$ cat src/rtl/scu_pkg.sv
// package for the serial channel uart block: register map, field layout, types
package scu_pkg;
   // register offsets (word index on the plain port)
   localparam logic [3:0] ADDR_TX_MODE   = 4'h0;
   localparam logic [3:0] ADDR_TX_COMM   = 4'h1;
   localparam logic [3:0] ADDR_TX_DATA   = 4'h2;
   localparam logic [3:0] ADDR_RX_MODE   = 4'h3;
   localparam logic [3:0] ADDR_RX_COMM   = 4'h4;
   localparam logic [3:0] ADDR_RX_DATA   = 4'h5;
   localparam logic [3:0] ADDR_CTRL      = 4'h6;
   localparam logic [3:0] ADDR_IRQ_STAT  = 4'h7;
   localparam logic [3:0] ADDR_IRQ_MASK  = 4'h8;
   // mode register fields
   localparam int MODE_OPCLK_BIT  = 15;
   localparam int MODE_XCLK_BIT   = 14;
   localparam int MODE_STRIG_BIT  = 8;
   localparam int MODE_RXINV_BIT  = 6;
   localparam int MODE_PROTO_LSB  = 1;
   localparam int MODE_IRQSRC_BIT = 0;
   // communication setting fields, plus the divider field of the data register
   localparam int COMM_TXE_BIT    = 15;
   localparam int COMM_RXE_BIT    = 14;
   localparam int COMM_EOC_BIT    = 10;
   localparam int COMM_PAR_LSB    = 8;
   localparam int COMM_ORDER_BIT  = 7;
   localparam int COMM_STOP_LSB   = 4;
   localparam int COMM_LEN_LSB    = 0;
   localparam int DATA_DIV_LSB    = 9;
   // control register: bit 0 starts the tx channel, bit 1 the rx channel
   localparam int CTRL_TX_START   = 0;
   localparam int CTRL_RX_START   = 1;
   // interrupt status bits
   localparam int IRQ_TX_BIT      = 0;
   localparam int IRQ_RX_BIT      = 1;
   localparam int IRQ_ERR_BIT     = 2;
   // reset values
   localparam logic [15:0] RST_MODE = 16'h0022;
   localparam logic [15:0] RST_COMM = 16'h0097;
   localparam logic [15:0] RST_DATA = 16'hce00;
   // receive enable settle time in system clocks
   localparam int RX_SETTLE_CYC   = 4;
   // protocol and option codes
   localparam logic [1:0] PROTO_UART = 2'h1;
   localparam logic [1:0] PAR_NONE   = 2'h0;
   localparam logic [1:0] PAR_ZERO   = 2'h1;
   localparam logic [1:0] PAR_EVEN   = 2'h2;
   localparam logic [1:0] PAR_ODD    = 2'h3;
   localparam logic [1:0] LEN_9      = 2'h1;
   localparam logic [1:0] LEN_7      = 2'h2;

   // per-channel setup as decoded from the registers
   typedef struct packed {
      logic       op_clock_select;
      logic       transfer_clock_source;
      logic [1:0] proto;
      logic       irq_source_select;
      logic       error_irq_enable;
      logic [1:0] parity_mode;
      logic       bit_order;
      logic [1:0] stop_len;
      logic [1:0] frame_len;
      logic [6:0] divider;
   } scu_cfg_t;

   typedef enum logic [1:0] {SCU_CH_TX, SCU_CH_RX} scu_dir_t;
endpackage

$ cat src/rtl/scu_channel.sv
// one serial channel engine: baud divider plus transmit or receive shifter
`timescale 1ns/1ps
module scu_channel
   import scu_pkg::*;
#(
   parameter bit IS_RX = 1'b0
) (
   // clock and reset
   input  wire logic     i_mclk,
   input  wire logic     i_rstn,
   // setup
   input  wire scu_cfg_t i_cfg,
   input  wire logic     i_dir_en,
   input  wire logic     i_ck0_en,
   input  wire logic     i_ck1_en,
   input  wire logic     i_sck,
   input  wire logic     i_start,
   input  wire logic     i_edge_start_en,
   input  wire logic     i_rx_invert,
   input  wire logic [8:0] i_tx_data,
   // serial pins
   input  wire logic     i_rxd,
   output logic          o_txd,
   // status
   output logic          o_busy,
   output logic          o_buf_empty,
   output logic          o_done,
   output logic          o_err,
   output logic [8:0]    o_rx_data
);
   typedef enum {ST_IDLE, ST_START, ST_DATA, ST_PAR, ST_STOP} scu_st_t;
   scu_st_t    state_r;
   logic [7:0] div_cnt_r;
   logic       sck_q_r;
   logic [3:0] bit_cnt_r;
   logic [1:0] stop_cnt_r;
   logic [8:0] shift_r;
   logic       par_r;
   logic       rxd_q_r;
   logic       op_tick;
   logic       bit_tick;
   logic [3:0] nbits;
   logic       rx_lvl;
   logic       start_edge;
   logic       tx_bit;

   assign op_tick = i_cfg.op_clock_select ? i_ck1_en : i_ck0_en;
   // frame length decode
   assign nbits = (i_cfg.frame_len == LEN_9) ? 4'h9 :
                  (i_cfg.frame_len == LEN_7) ? 4'h7 : 4'h8;
   assign rx_lvl = i_rxd ^ i_rx_invert;
   // next data bit to leave: msb first picks bit nbits-1, lsb first bit 0
   assign tx_bit = i_cfg.bit_order ? shift_r[0] : shift_r[nbits - 4'h1];
   // inverted level turns a rising pin edge into the start edge
   assign start_edge = rxd_q_r & ~rx_lvl;

   // transfer clock: internal divider by 2*(div+1), or sck rising edge
   always_ff @(posedge i_mclk or negedge i_rstn) begin
      if (!i_rstn) begin
         div_cnt_r <= 8'h00;
         sck_q_r   <= 1'b0;
         rxd_q_r   <= 1'b1;
      end else begin
         sck_q_r <= i_sck;
         rxd_q_r <= rx_lvl;
         if (state_r == ST_IDLE)
            div_cnt_r <= 8'h00;
         else if (op_tick)
            div_cnt_r <= bit_tick ? 8'h00 : div_cnt_r + 8'h01;
      end
   end
   assign bit_tick = i_cfg.transfer_clock_source ? (i_sck & ~sck_q_r) :
                     (op_tick && div_cnt_r == {i_cfg.divider, 1'b1});

   // frame sequencer
   always_ff @(posedge i_mclk or negedge i_rstn) begin
      if (!i_rstn) begin
         state_r    <= ST_IDLE;
         bit_cnt_r  <= 4'h0;
         stop_cnt_r <= 2'h0;
         shift_r    <= 9'h000;
         par_r      <= 1'b0;
         o_done     <= 1'b0;
         o_err      <= 1'b0;
         o_rx_data  <= 9'h000;
         o_txd      <= 1'b1;
      end else begin
         o_done <= 1'b0;
         o_err  <= 1'b0;
         unique case (state_r)
            ST_IDLE: begin
               o_txd <= 1'b1;
               // edge start only when the trigger bit allows it
               if (i_dir_en && (i_start || (IS_RX && i_edge_start_en && start_edge))) begin
                  state_r <= ST_START;
                  shift_r <= IS_RX ? 9'h000 : i_tx_data;
                  par_r   <= 1'b0;
                  if (!IS_RX)
                     o_txd <= 1'b0;
               end
            end
            ST_START: if (bit_tick) begin
               state_r   <= ST_DATA;
               bit_cnt_r <= 4'h0;
               // each cell is launched as the previous one ends, so no cell runs long
               if (!IS_RX) begin
                  o_txd   <= tx_bit;
                  par_r   <= tx_bit;
                  shift_r <= i_cfg.bit_order ? {1'b0, shift_r[8:1]} : {shift_r[7:0], 1'b0};
               end
            end
            ST_DATA: if (bit_tick) begin
               // rx enters msb first at bit 0, lsb first at bit nbits-1
               if (IS_RX) begin
                  if (i_cfg.bit_order)
                     shift_r <= {1'b0, shift_r[8:1]} | ({8'h00, rx_lvl} << (nbits - 4'h1));
                  else
                     shift_r <= {shift_r[7:0], rx_lvl};
                  par_r <= par_r ^ rx_lvl;
               end else if (bit_cnt_r == nbits - 4'h1) begin
                  // last data cell ends: parity cell or first stop cell follows
                  unique case (i_cfg.parity_mode)
                     PAR_NONE: o_txd <= 1'b1;
                     PAR_ZERO: o_txd <= 1'b0;
                     PAR_EVEN: o_txd <= par_r;
                     PAR_ODD:  o_txd <= ~par_r;
                  endcase
               end else begin
                  o_txd   <= tx_bit;
                  par_r   <= par_r ^ tx_bit;
                  shift_r <= i_cfg.bit_order ? {1'b0, shift_r[8:1]} : {shift_r[7:0], 1'b0};
               end
               bit_cnt_r <= bit_cnt_r + 4'h1;
               if (bit_cnt_r == nbits - 4'h1) begin
                  state_r    <= (i_cfg.parity_mode != PAR_NONE) ? ST_PAR : ST_STOP;
                  stop_cnt_r <= 2'h0;
               end
            end
            ST_PAR: if (bit_tick) begin
               state_r <= ST_STOP;
               if (IS_RX) begin
                  // zero mode takes the bit unchecked
                  if ((i_cfg.parity_mode == PAR_EVEN && (par_r ^ rx_lvl)) ||
                      (i_cfg.parity_mode == PAR_ODD && !(par_r ^ rx_lvl)))
                     o_err <= 1'b1;
               end else
                  o_txd <= 1'b1;                                    // first stop cell
            end
            ST_STOP: begin
               if (!IS_RX)
                  o_txd <= 1'b1;
               // zero stop bits ends at once; done after last stop bit shifts out
               if (i_cfg.stop_len == 2'h0 || (bit_tick && stop_cnt_r + 2'h1 >= i_cfg.stop_len)) begin
                  state_r <= ST_IDLE;
                  o_done  <= 1'b1;
                  if (IS_RX)
                     o_rx_data <= shift_r;
                  if (IS_RX && i_cfg.stop_len != 2'h0 && !rx_lvl)
                     o_err <= 1'b1;                                 // framing error
               end else if (bit_tick)
                  stop_cnt_r <= stop_cnt_r + 2'h1;
            end
         endcase
      end
   end

   assign o_busy      = (state_r != ST_IDLE);
   // shift register is free once data bits start moving
   assign o_buf_empty = (state_r == ST_IDLE) || (state_r == ST_START && bit_tick);
endmodule

$ cat src/rtl/scu_top.sv
// serial channel pair set up as a uart: registers, prescaler, interrupts
//
// Our own choices: the strobed register port and the register offsets.
`timescale 1ns/1ps
module scu_top
   import scu_pkg::*;
#(
   parameter int PRESC_W = 12
) (
   // clock and reset
   input  wire logic        i_mclk,
   input  wire logic        i_rstn,
   // register port
   input  wire logic [3:0]  i_addr,
   input  wire logic [15:0] i_wdata,
   input  wire logic        i_wr,
   input  wire logic        i_rd,
   output logic [15:0]      o_rdata,
   // prescaler ratios as powers of two (0..11)
   input  wire logic [3:0]  i_presc0_sel,
   input  wire logic [3:0]  i_presc1_sel,
   // serial pins
   input  wire logic        i_sck,
   input  wire logic        i_rxd,
   output logic             o_txd,
   // interrupt and uart mode flag
   output logic             o_irq,
   output logic             o_uart_mode
);
   logic [15:0] tx_channel_mode_r;
   logic [15:0] tx_channel_comm_setting_r;
   logic [15:0] tx_channel_data_divider_r;
   logic [15:0] rx_channel_mode_r;
   logic [15:0] rx_channel_comm_setting_r;
   logic [15:0] rx_channel_data_divider_r;
   logic [2:0]  irq_stat_r;
   logic [2:0]  irq_stat_nxt;
   logic [2:0]  irq_mask_r;
   logic [PRESC_W-1:0] presc_r;
   logic        ck0_en;
   logic        ck1_en;
   logic        tx_start_r;
   logic        rx_start_r;
   logic [8:0]  tx_hold_r;
   scu_cfg_t    tx_cfg;
   scu_cfg_t    rx_cfg;
   logic        tx_busy;
   logic        tx_empty;
   logic        tx_done;
   logic        rx_done;
   logic        rx_err;
   logic        tx_err;
   logic [8:0]  rx_data;
   logic        tx_empty_q_r;
   logic        tx_evt;

   // common decode of a mode, setting and data register set
   function automatic scu_cfg_t decode_cfg(input logic [15:0] m, input logic [15:0] c,
                                           input logic [15:0] d);
      scu_cfg_t f;
      f.op_clock_select       = m[MODE_OPCLK_BIT];
      f.transfer_clock_source = m[MODE_XCLK_BIT];
      f.proto                 = m[MODE_PROTO_LSB +: 2];
      f.irq_source_select     = m[MODE_IRQSRC_BIT];
      f.error_irq_enable      = c[COMM_EOC_BIT];
      f.parity_mode           = c[COMM_PAR_LSB +: 2];
      f.bit_order             = c[COMM_ORDER_BIT];
      f.stop_len              = c[COMM_STOP_LSB +: 2];
      f.frame_len             = c[COMM_LEN_LSB +: 2];
      f.divider               = d[DATA_DIV_LSB +: 7];
      return f;
   endfunction

   assign tx_cfg = decode_cfg(tx_channel_mode_r, tx_channel_comm_setting_r,
                              tx_channel_data_divider_r);
   assign rx_cfg = decode_cfg(rx_channel_mode_r, rx_channel_comm_setting_r,
                              rx_channel_data_divider_r);

   // free running prescaler; each output is a one-cycle enable every 2^sel clocks
   always_ff @(posedge i_mclk or negedge i_rstn) begin
      if (!i_rstn)
         presc_r <= '0;
      else
         presc_r <= presc_r + 1'b1;
   end
   function automatic logic presc_tick(input logic [PRESC_W-1:0] cnt, input logic [3:0] sel);
      logic [PRESC_W-1:0] m;
      m = (PRESC_W'(1) << sel) - PRESC_W'(1);
      return (cnt & m) == m;
   endfunction
   assign ck0_en = presc_tick(presc_r, i_presc0_sel);
   assign ck1_en = presc_tick(presc_r, i_presc1_sel);

   // register writes; illegal protocol code 11 is left to software
   always_ff @(posedge i_mclk or negedge i_rstn) begin
      if (!i_rstn) begin
         tx_channel_mode_r         <= RST_MODE;
         tx_channel_comm_setting_r <= RST_COMM;
         tx_channel_data_divider_r <= RST_DATA;
         rx_channel_mode_r         <= RST_MODE;
         rx_channel_comm_setting_r <= RST_COMM;
         rx_channel_data_divider_r <= RST_DATA;
         irq_mask_r                <= 3'h0;
         tx_hold_r                 <= 9'h000;
      end else if (i_wr) begin
         unique case (i_addr)
            ADDR_TX_MODE:  tx_channel_mode_r         <= i_wdata;
            ADDR_TX_COMM:  tx_channel_comm_setting_r <= i_wdata;
            ADDR_TX_DATA: begin
               tx_channel_data_divider_r <= i_wdata;
               tx_hold_r                 <= i_wdata[8:0];
            end
            ADDR_RX_MODE:  rx_channel_mode_r         <= i_wdata;
            ADDR_RX_COMM:  rx_channel_comm_setting_r <= i_wdata;
            ADDR_RX_DATA:  rx_channel_data_divider_r <= {i_wdata[15:9], 9'h000};
            ADDR_IRQ_MASK: irq_mask_r                <= i_wdata[2:0];
            default: ;
         endcase
      end
   end

   // start strobes: one cycle, only while the channel is in uart mode
   always_ff @(posedge i_mclk or negedge i_rstn) begin
      if (!i_rstn) begin
         tx_start_r <= 1'b0;
         rx_start_r <= 1'b0;
      end else begin
         tx_start_r <= i_wr && i_addr == ADDR_CTRL && i_wdata[CTRL_TX_START] &&
                       tx_cfg.proto == PROTO_UART;
         // rx start relies on software waiting after setting the enable
         rx_start_r <= i_wr && i_addr == ADDR_CTRL && i_wdata[CTRL_RX_START] &&
                       rx_cfg.proto == PROTO_UART;
      end
   end

   scu_channel #(.IS_RX(1'b0)) u_tx (
      .i_mclk          (i_mclk),
      .i_rstn          (i_rstn),
      .i_cfg           (tx_cfg),
      .i_dir_en        (tx_channel_comm_setting_r[COMM_TXE_BIT]),
      .i_ck0_en        (ck0_en),
      .i_ck1_en        (ck1_en),
      .i_sck           (i_sck),
      .i_start         (tx_start_r),
      .i_edge_start_en (1'b0),
      .i_rx_invert     (1'b0),
      .i_tx_data       (tx_hold_r),
      .i_rxd           (1'b1),
      .o_txd           (o_txd),
      .o_busy          (tx_busy),
      .o_buf_empty     (tx_empty),
      .o_done          (tx_done),
      .o_err           (tx_err),
      .o_rx_data       ()
   );

   scu_channel #(.IS_RX(1'b1)) u_rx (
      .i_mclk          (i_mclk),
      .i_rstn          (i_rstn),
      .i_cfg           (rx_cfg),
      .i_dir_en        (rx_channel_comm_setting_r[COMM_RXE_BIT]),
      .i_ck0_en        (ck0_en),
      .i_ck1_en        (ck1_en),
      .i_sck           (i_sck),
      .i_start         (rx_start_r),
      .i_edge_start_en (rx_channel_mode_r[MODE_STRIG_BIT]),
      .i_rx_invert     (rx_channel_mode_r[MODE_RXINV_BIT]),
      .i_tx_data       (9'h000),
      .i_rxd           (i_rxd),
      .o_txd           (),
      .o_busy          (),
      .o_buf_empty     (),
      .o_done          (rx_done),
      .o_err           (rx_err),
      .o_rx_data       (rx_data)
   );

   // tx event: frame end or rising buffer-empty, by the source bit
   always_ff @(posedge i_mclk or negedge i_rstn) begin
      if (!i_rstn)
         tx_empty_q_r <= 1'b1;
      else
         tx_empty_q_r <= tx_empty;
   end
   assign tx_evt = tx_cfg.irq_source_select ? (tx_empty & ~tx_empty_q_r & tx_busy) :
                   tx_done;

   // sticky status: hardware set wins over write-one-to-clear
   always_comb begin
      irq_stat_nxt = irq_stat_r;
      if (i_wr && i_addr == ADDR_IRQ_STAT)
         irq_stat_nxt = irq_stat_r & ~i_wdata[2:0];
      if (tx_evt)
         irq_stat_nxt[IRQ_TX_BIT] = 1'b1;
      if (rx_done)
         irq_stat_nxt[IRQ_RX_BIT] = 1'b1;
      // error only reaches status when the channel enables it
      if ((rx_err && rx_cfg.error_irq_enable) || (tx_err && tx_cfg.error_irq_enable))
         irq_stat_nxt[IRQ_ERR_BIT] = 1'b1;
   end
   always_ff @(posedge i_mclk or negedge i_rstn) begin
      if (!i_rstn)
         irq_stat_r <= 3'h0;
      else
         irq_stat_r <= irq_stat_nxt;
   end
   assign o_irq       = |(irq_stat_r & irq_mask_r);
   assign o_uart_mode = (tx_cfg.proto == PROTO_UART);

   // read data, one cycle after the strobe; unmapped reads return zero
   always_ff @(posedge i_mclk or negedge i_rstn) begin
      if (!i_rstn)
         o_rdata <= 16'h0000;
      else if (i_rd) begin
         unique case (i_addr)
            ADDR_TX_MODE:  o_rdata <= tx_channel_mode_r;
            ADDR_TX_COMM:  o_rdata <= tx_channel_comm_setting_r;
            ADDR_TX_DATA:  o_rdata <= tx_channel_data_divider_r;
            ADDR_RX_MODE:  o_rdata <= rx_channel_mode_r;
            ADDR_RX_COMM:  o_rdata <= rx_channel_comm_setting_r;
            ADDR_RX_DATA:  o_rdata <= {rx_channel_data_divider_r[15:9], rx_data};
            ADDR_CTRL:     o_rdata <= {15'h0000, tx_busy};
            ADDR_IRQ_STAT: o_rdata <= {13'h0000, irq_stat_r};
            ADDR_IRQ_MASK: o_rdata <= {13'h0000, irq_mask_r};
            default:       o_rdata <= 16'h0000;
         endcase
      end else
         o_rdata <= 16'h0000;
   end
endmodule

$ cat config.mk
export PLATFORM = sky130hd
export DESIGN_NAME = scu_top
export DESIGN_NICKNAME = d
export VERILOG_FILES = /design/src/rtl/scu_pkg.sv /design/src/rtl/scu_channel.sv /design/src/rtl/scu_top.sv
export SDC_FILE = /design/constraint.sdc
export NUM_CORES = 1
export LEC_CHECK = 0
export BUFFER_PORTS_ARGS = -buffer_cell sky130_fd_sc_hd__buf_2
export CAP_MARGIN = 10
export CORE_MARGIN = 2
export CORE_UTILIZATION = 62
export CTS_CLUSTER_DIAMETER = 50
export DETAILED_ROUTE_END_ITERATION = 12
export GPL_TIMING_DRIVEN = 0
export PLACE_DENSITY = 0.87
export SYNTH_ARGS = -nofsm -noshare
export SYNTH_HDL_FRONTEND = slang
export SYNTH_SLANG_ARGS = --single-unit
$ cat constraint.sdc
create_clock -name i_mclk -period 2.8 [get_ports i_mclk]
set_input_delay 0 -clock i_mclk [delete_from_list [all_inputs] [get_ports i_mclk]]
set_output_delay 0 -clock i_mclk [all_outputs]
set_load 0.05 [all_outputs]
### Yosys cells after proc, flatten, opt, wreduce, memory -nomap -nowiden

Index checks and enable logic that the tools add are counted.

| operators by class | value |
|---|---|
| $mul | 0 |
| divide/modulo/power cells | 0 |
| eq/ne operators | 51 |
| order comparisons | 3 |
| bitwise operators | 17 |
| shift-type cells | 3 |
| reductions and logical operators | 66 |
| add/subtract/negate cells | 11 |
| multiplexer cells | 89 |

Operators with widths:

| kind | number |
|---|---|
| $mux 32 | 12 |
| $pmux 32 s5 | 2 |
| $eq 32x2->1 const B | 5 |
| $pmux 16 s9 | 1 |
| $logic_not 32->1 | 4 |
| $mux 9 | 8 |
| $eq 32x1->1 const B | 2 |
| $eq 32x3->1 const B | 2 |
| $mux 8 | 6 |
| $mux 4 | 8 |
| $reduce_bool 32->1 | 1 |
| $mux 1 | 28 |
| $ne 2x1->1 const B | 14 |
| $pmux 9 s3 | 1 |
| $reduce_bool 2->1 | 13 |
| $and 12x12->12 | 2 |
| $eq 12x12->1 | 2 |
| $shl 1x4->12 const A | 2 |
| $sub 12x2->12 const B | 2 |
| $logic_and 1x1->1 | 18 |
| $pmux 9 s2 | 1 |
| $add 8x1->8 const B | 2 |
| $eq 4x3->1 const B | 4 |
| $eq 8x8->1 | 2 |
| 40 further kinds | 98 |

| word-level totals | value |
|---|---|
| memories | 0 |
| bits in read-only memories | 0 |
| latch bits | 0 |
| word-level logic and storage cells | 275 |
| memory bits (writable) | 0 |
| input port bits | 34 |
| flip-flop bits (word level) | 260 |
| output and inout port bits | 19 |

### Longest topological paths before layout

Gate-level depths: netlist (run 1).

| logic depth | value |
|---|---|
| depth after elaboration | 13 |
| mapped depth | 14 |

### Hierarchy

A second synthesis (run 1) with hierarchy kept.

| second synthesis, totals | value |
|---|---|
| cell total of the unflattened synthesis | 965 |
| area total of the unflattened synthesis | 10501.3 um2 |

By module, submodules not included:

| module | instances | cells each | area each (um2) | seq. area each (um2) |
|---|---|---|---|---|
| scu_top | 1 | 481 | 5944.5 | 3134.3 |
| scu_channel (u_rx) | 1 | 225 | 2322.2 | 1002.2 |
| scu_channel (u_tx) | 1 | 259 | 2234.6 | 752.0 |

### Least setup slack after synthesis (run 1)

OpenSTA, ideal clock, no wires.

| timing path | value |
|---|---|
| kind | in2reg |
| from | input port i_presc1_sel[3] |
| to | register u_rx.o_rx_data[0] |
| path slack | 0.109 ns |
| path buffers | 2 |
| library setup time | 0.125 ns |
| stages on the path | 13 |
| data arrival time | 2.566 ns |
| cells stage by stage | buf_4 > nor3_1 > nand2b_1 > ha_1 > buf_2 > nor3_1 > a21o_1 > nand3_1 > a21oi_1 > nand4b_1 > a21boi_4 > o311ai_4 > mux2_2 |

| on the way | value |
|---|---|
| longest elaborated chain between the ends | 10 |

Ends and longest elaborated chain:

| what | line | source |
|---|---|---|
| start: declaration | scu_top.sv:21 | `input wire logic [3:0] i_presc1_sel,` |
| $shl 1x4->12 (*) | scu_top.sv:88 | `m = (PRESC_W'(1) << sel) - PRESC_W'(1);` |
| $sub 12x2->12 (*) | scu_top.sv:88 |  |
| $and 12x12->12 | scu_top.sv:89 | `return (cnt & m) == m;` |
| $eq 12x12->1 (*) | scu_top.sv:89 |  |
| $mux 1 (*) | scu_channel.sv:47 | `assign op_tick = i_cfg.op_clock_select ? i_ck1_en : i_ck0_en;` |
| $logic_and 1x1->1 (*) | scu_channel.sv:73 | `(op_tick && div_cnt_r == {i_cfg.divider, 1'b1});` |
| $mux 1 (*) | scu_channel.sv:72 | `assign bit_tick = i_cfg.transfer_clock_source ? (i_sck & ~sck_q_r) :` |
| $logic_and 1x1->1 (*) | scu_channel.sv:153 | `if (i_cfg.stop_len == 2'h0 \|\| (bit_tick && stop_cnt_r + 2'h1 >= i_cfg.stop_len)) begin` |
| $logic_or 1x1->1 (*) | scu_channel.sv:153 |  |
| $reduce_and 2->1 (no line) (*) | -- |  |
| end signal: assignment | scu_channel.sv:157 | `o_rx_data <= shift_r;` |
| end: declaration | scu_channel.sv:29 | `output logic [8:0] o_rx_data` |

Every way passes the cells marked *; elsewhere a longest branch is shown, timed or not.
A chain may end at the register's enable or synchronous reset.

### Final worst setup path (run 1)

| timing path | value |
|---|---|
| from | input port i_presc1_sel[3] |
| to | register u_rx.o_rx_data[7] |

Same word-level chain as after synthesis.

==> results of run 1 <==
-- cells in the mapped netlist (all sizes together) (25+ instances only) --
cell type  instances  share of area (%)
clkbuf            35                1.3
a21oi             32                1.6
dfrtp            166                 40
nand3             36                1.7
mux2             116                 13
o21ai             40                2.0
inv               27               0.98
nor2              56                2.1
a22oi             44                3.2
dfstp             27                6.9
nor3              25                1.3
nand2             71                2.6
-- path summary, 6_finish.rpt --
| path | from | end | slack [ns] | depth (start not counted) |
|---|---|---|---|---|
| setup / recovery | i_presc1_sel[3] | u_rx.o_rx_data[7] | 0.11 | 16 |
| setup reg to reg | tx_channel_comm_setting_r[1] | u_tx.par_r | 0.14 | 9 |
| min in group i_mclk | i_rd | o_rdata[2] | 0.09 | 3 |
| max in group asynchronous | i_rstn | rx_channel_data_divider_r[12] | 1.72 | 3 |
| hold / removal | i_rstn | irq_mask_r[0] | 0.09 | 2 |
| hold reg to reg | u_rx.o_done | irq_stat_r[1] | 0.43 | 1 |
-- kinds of logic after synthesis --
family | count (synthesis) | share of synthesized area (%)
and+or+nand+nor | 276 | 13.54
AOI/OAI and AO/OA | 237 | 16.26
DFF | 193 | 47.02
muxes | 136 | 14.69
buffers and inverters | 77 | 3.049
xor gates and xnor gates | 40 | 3.387
adders and majority gates | 17 | 2.057
-- power groups by stage --
stage          sequential [mW]  combinational [mW]  clock [mW]
4_1_cts                   3.71                1.73        2.34
6_report                  3.74                1.76        2.33
2_1_floorplan             3.67                1.23           0
3_5_place_dp              3.76                1.68           0
5_1_grt                   3.78                1.93        2.44
3_3_place_gp              3.73                1.61           0
-- sequential cells by signal (all words and copies together), names as in the netlist, 4 cells and up --
register,cells
rx_channel_data_divider_r,7
u_tx.div_cnt_r,8
tx_channel_comm_setting_r,16
rx_channel_comm_setting_r,16
presc_r,12
u_rx.shift_r,9
tx_channel_data_divider_r,16
u_rx.bit_cnt_r,4
u_rx.o_rx_data,9
rx_channel_mode_r,16
o_rdata,16
tx_channel_mode_r,16
u_tx.bit_cnt_r,4
u_tx.shift_r,9
u_rx.div_cnt_r,8
-- area by class of cell --
type	instances	area share [%]
multi-input combinational	707	44.47
sequential	193	41.15
timing repair buffer	78	4.594
clock buffer	18	3.715
tap	220	2.329
buffer	49	1.842
clock inverter	14	1.016
inverter	28	0.8892
-- repair_timing --
item	CTS	global route
gates resized for setup	0	20
gates cloned	0	1
pin swaps	2	7
endpoints found under the hold margin	157	0
buffers inserted	2	7
hold buffers	18	0
endpoints found under the setup margin	29	54
-- stage by stage --
step	setup TNS, ns	setup slack, ns	instances	total power, mW
floorplan	0	0.1090	976	4.902
global placement	-242.69	-1.340	1245	5.339
detailed placement	-28.19	-0.6325	1246	5.444
CTS	0	0.02127	1298	7.781
global route	-0.03617	-0.03311	1307	8.148
finish	0	0.1063	1307	7.825
-- metal layers --
metal	routed length, um	global-route usage, %
met1	11170	40.74
met2	12570	49.51
met3	1679	5.023
met4	877	12.41
met5	0	0
==> results_dict.tcl, run 1 <==
set metrics [dict create \
    status "finished clean" \
    grt_max_degree 132 \
    cts_made_buffers 17 \
    globalRoute.totalOverflow 0 \
    floorplan.die.width_um 133.2 \
    global_route_wire_length_before_repair_um 42360 \
    detailedRoute.firstIterationViolations 724 \
    root_buffer_master "sky130_fd_sc_hd__clkbuf_16" \
    multi_input_area_um2 5256 \
    detail_route.wirelength_um 26300 \
    start_util_pct 62.81 \
    ys_seq_area_share_pct 47.02 \
    worst_ep_required_time_ns 3.13 \
    regArea_um2 4863 \
    synthArstFlopShare_pct 100.0 \
    final.period_utilization_pct 96.20 \
    endpoint_kind "flip-flop" \
    ant_nets 0 \
    clock_insertion_delay_worst_skew_ns 0.44 \
    clock_path_buffers 2 \
    avgSynthCellArea_um2 10.60 \
    net_total_in_the_final_layout 1125 \
    synth_enable_flop_cells 0 \
    groute.usage.overall_pct 30.29 \
    clk_transition_reported_paths_ns 0.07 \
    clock_skew_ns 0.008171 \
    internal-power_mw 5.279 \
    worstHoldPathType "input pin to async pin" \
    timing.critical_path.slowest_cell_delay_ns 0.41 \
    net_switching_power_of_the_design_mw 2.547 \
    drt_pre_antenna_iters 6 \
    synth_cell_types 77 \
    finalCoreUtilization_pct 71.79 \
    max_freq_mhz 371.2 \
    postPlaceCellArea_um2 10910 \
    placement.io_buffers 49 \
    die_h_um 133.2 \
    synth.ff_latch_count 193 \
    cts_max_level 4 \
    rsz_0062_raised_after_global_routing "true" \
    leakage_nw 5.143 \
    crit_path_start_kind "input pin" \
    crit_fanout 10 \
    power_density_nw_per_um2 662.0 \
    power_switching_share_pct 32.54 \
    die-area_um2 17730 \
    n_antenna_cell 0 \
    timing_worst_slew_pin_value_ns 0.9623 \
    timing.final.crit_period_ns 2.694 \
    ys_warn_count 0 \
    cp_top_family "compound AO/OA/AOI/OAI gates" \
    final_max_slew_viol_count 0 \
    via_count_of_the_first_global_routing_pass 8247 \
    detail_route.wl_per_cell_um 20.13 \
    floorplan.rows 47 \
    setup-violations-final 0 \
    cts_sinks 193 \
    crit_path_frequent_cell "sky130_fd_sc_hd__buf_4" \
    seqPwrFrac_pct 47.8 \
    drv_cap 0 \
    num_vias 8524 \
    timing.critical_path.buf_inv 5 \
    critical_path_arrival_ns 3.02 \
    worst_slew_margin_rel_pct 35.68 \
    mappedNetlistArea_um2 10340 \
    post_synthesis_net_count 1027 \
    post-route-cell-area_um2 11820 \
    drc_errors 0 \
    critPathSlowestCell "sky130_fd_sc_hd__a2111oi_4" \
    io-pin-count 53 \
    place.detailed.hpwl_um 18010 \
    ys_dominant_reg_cell "sky130_fd_sc_hd__dfrtp_1" \
    most_frequent_standard_cell_in_the_layout_excluding_fill_and_tap_cells "sky130_fd_sc_hd__dfrtp_1" \
    layout_common_cells "sky130_fd_sc_hd__dfrtp_1, sky130_fd_sc_hd__mux2_2, sky130_fd_sc_hd__nand2_1, sky130_fd_sc_hd__nor2_1, sky130_fd_sc_hd__buf_2" \
    worst_path_cell_trace "buf_2 -> buf_4 -> nor3_2 -> nand2b_1 -> ha_2 -> clkbuf_4 -> o21a_1 -> o21ai_1 -> a21oi_2 -> a2111oi_4 -> nand4b_1 -> buf_6 -> a21boi_4 -> o311ai_4 -> buf_4 -> mux2_2" \
    syn2layout_area_growth_pct 14.29 \
    netlist_instances 976 \
    antenna_found_initial 0 \
    ir_drop_uv 542.6 \
    fill_cells 1138 \
    clockPowerShare_pct 29.7 \
    tritoncts "built" \
    routed_via_density 6.522 \
    hold-worst-slack_ns 0.09086 \
    layout-drive-gt1-share_pct 25.57 \
    place.gp.congestion 0.9435 \
    fp.coreArea_um2 16470 \
    hold_viol_final 0 \
    critPathKind "input pin to flip-flop" \
    p_comb_share_pct 22.5 \
]
No activity file was read; power rests on OpenSTA's default activity.
==> inputs of run 2 (changes only) <==
- CORE_UTILIZATION: 62 -> 40
- PLACE_DENSITY: 0.87 -> 0.62
==> run 2 against run 1 <==
Against the previous run: first-iteration DRC count up 2.3%; via count shrank 5.0%; power rose by 4.7%; sequential share of layout area shrank 0.73 points; count of clock-buffer cells in the layout is the same; largest power group unchanged.
==> results_dict.tcl, run 2 (synthesized netlist as in run 1, its figures left out) <==
set metrics [dict create \
    status "finished clean" \
    cts_made_buffers 17 \
    worst_slew_margin_rel_pct 39.00 \
    crit_fanout 5 \
    drv_cap 0 \
    clock_skew_ns 0.007442 \
    num_vias 8102 \
    global_route_wire_length_before_repair_um 42920 \
    most_frequent_standard_cell_in_the_layout_excluding_fill_and_tap_cells "sky130_fd_sc_hd__dfrtp_1" \
    critical_path_arrival_ns 3.06 \
    layout-drive-gt1-share_pct 25.05 \
    cts_sinks 193 \
    root_buffer_master "sky130_fd_sc_hd__clkbuf_16" \
    clockPowerShare_pct 33.7 \
    drc_errors 0 \
    via_count_of_the_first_global_routing_pass 7941 \
    floorplan.rows 58 \
    power_switching_share_pct 30.25 \
    hold-worst-slack_ns 0.02011 \
    routed_via_density 5.738 \
    hold_path_startpoint "i_rxd" \
    timing.final.crit_period_ns 2.685 \
    placement.io_buffers 49 \
    p_comb_share_pct 20.9 \
    worstHoldPathType "input pin to flip-flop" \
    final_max_slew_viol_count 0 \
    critPathKind "flip-flop to flip-flop" \
    clk_transition_reported_paths_ns 0.07 \
    tritoncts "built" \
    critPathSlowestCell "sky130_fd_sc_hd__dfstp_2" \
    rrSetupSlack_ns 0.12 \
    cp_top_family "compound AO/OA/AOI/OAI gates" \
    max_freq_mhz 372.4 \
    fp.coreArea_um2 25250 \
    io-pin-count 53 \
    net_total_in_the_final_layout 1120 \
    floorplan.die.width_um 164.8 \
    n_antenna_cell 0 \
    worst_path_cell_trace "inv_1 -> ha_1 -> nor3b_1 -> o211ai_1 -> a31oi_1 -> o22ai_1 -> nand2_1 -> a2111o_1 -> nand4_1" \
    cts_max_level 4 \
    place.gp.congestion 0.8967 \
    net_switching_power_of_the_design_mw 2.479 \
    total_power_mw 8.195 \
    detailedRoute.firstIterationViolations 741 \
    hold_viol_final 0 \
    layout_common_cells "sky130_fd_sc_hd__dfrtp_1, sky130_fd_sc_hd__mux2_2, sky130_fd_sc_hd__nand2_1, sky130_fd_sc_hd__buf_2, sky130_fd_sc_hd__nor2_1" \
    leakage_nw 5.188 \
    internal-power_mw 5.716 \
    drt_pre_antenna_iters 6 \
    clock_insertion_delay_worst_skew_ns 0.44 \
    worstReg2RegStart "tx_channel_comm_setting_r[1]" \
    detail_route.wl_per_cell_um 18.67 \
    ant_nets 0 \
    fill_cells 2337 \
    endpoint_kind "flip-flop" \
    ir_drop_uv 357.9 \
    crit_path_start_kind "flip-flop" \
    die_h_um 164.8 \
    worst_ep_required_time_ns 3.17 \
    antenna_found_initial 1 \
    setup-violations-final 0 \
    clock_path_buffers 2 \
    place.detailed.hpwl_um 18640 \
    finalCoreUtilization_pct 47.65 \
    syn2layout_area_growth_pct 16.34 \
    timing_worst_slew_pin_value_ns 0.9075 \
    start_util_pct 40.95 \
    globalRoute.totalOverflow 0 \
    final.period_utilization_pct 95.89 \
    worstSetupStartpoint "tx_channel_comm_setting_r[1]" \
    timing.critical_path.buf_inv 1 \
    power_density_nw_per_um2 681.1 \
    groute.usage.overall_pct 20.17 \
    detail_route.wirelength_um 26370 \
    die-area_um2 27160 \
    seqPwrFrac_pct 45.4 \
    grt_max_degree 99 \
    timing.critical_path.slowest_cell_delay_ns 0.60 \
]
[run 2: cell count changes in the layout (fill, tap and decap cells not counted), sizes merged]
cell,delta
inv,-2
clkbuf,-4
bufinv,+5
clkinvlp,-1
clkinv,-2
o21ai,-1
[run 2: path summary, 6_finish.rpt]
path | end | depth (start not counted)
min | u_rx.rxd_q_r | 3
max | u_tx.par_r | 9
min reg2reg | irq_stat_r[1] | 1
max reg2reg | u_tx.par_r | 9
max in group asynchronous | rx_channel_data_divider_r[9] | 3
min in group asynchronous | o_rdata[0] | 2
[run 2: per-layer routing]
layer / part of all wire (%) / global-route usage (%)
met3: 4.2 / 2.813
met1: 48 / 28.97
met5: 0.049 / 0
met4: 2.0 / 6.324
met2: 46 / 31.55
[run 2: area by class of cell]
class                   count  area, um2  area share [%]
repair buffers             74      520.5           4.326
well taps                 330      412.9           3.431
flip-flops and latches    193       4863           40.42
clock buffers              18      439.2           3.650
inverters                  28      105.1          0.8735
multi-input cells         706       5255           43.67
plain buffers              49      210.2           1.747
clock inverters            14      226.5           1.882
[run 2: tightest hold or removal path, cell delays in order]
cell and delay, ns:
sky130_fd_sc_hd__buf_2 0.11, sky130_fd_sc_hd__xnor2_2 0.19, sky130_fd_sc_hd__inv_1 0.13
[run 2: stage by stage]
stage | cell area [um2] | setup WS, ns | TNS [ns] | instances
4_1_cts | 11920 | 0.01340 | 0 | 1407
5_1_grt | 12030 | -0.02383 | -0.2000 | 1412
6_report | 12030 | 0.1150 | 0 | 1412
2_1_floorplan | 10340 | 0.1090 | 0 | 976
3_5_place_dp | 11050 | -0.6937 | -29.67 | 1356
3_3_place_gp | 11000 | -1.562 | -295.94 | 1355
[run 2: power by group through the flow]
stage | registers [mW] | logic [mW] | clock network, mW
2_1_floorplan | 3.67 | 1.23 | 0
3_3_place_gp | 3.75 | 1.63 | 0
3_5_place_dp | 3.77 | 1.67 | 0
4_1_cts | 3.72 | 1.70 | 2.81
5_1_grt | 3.78 | 1.91 | 2.94
6_report | 3.72 | 1.71 | 2.76
[run 2: repair_timing]
| action | in CTS | in global routing |
|---|---|---|
| pin swaps | 2 | 5 |
| hold buffers | 18 | 0 |
| hold endpoints to repair | 175 | 0 |
| buffers inserted | 1 | 5 |
| gates resized for setup | 2 | 10 |
| setup endpoints to repair | 39 | 59 |
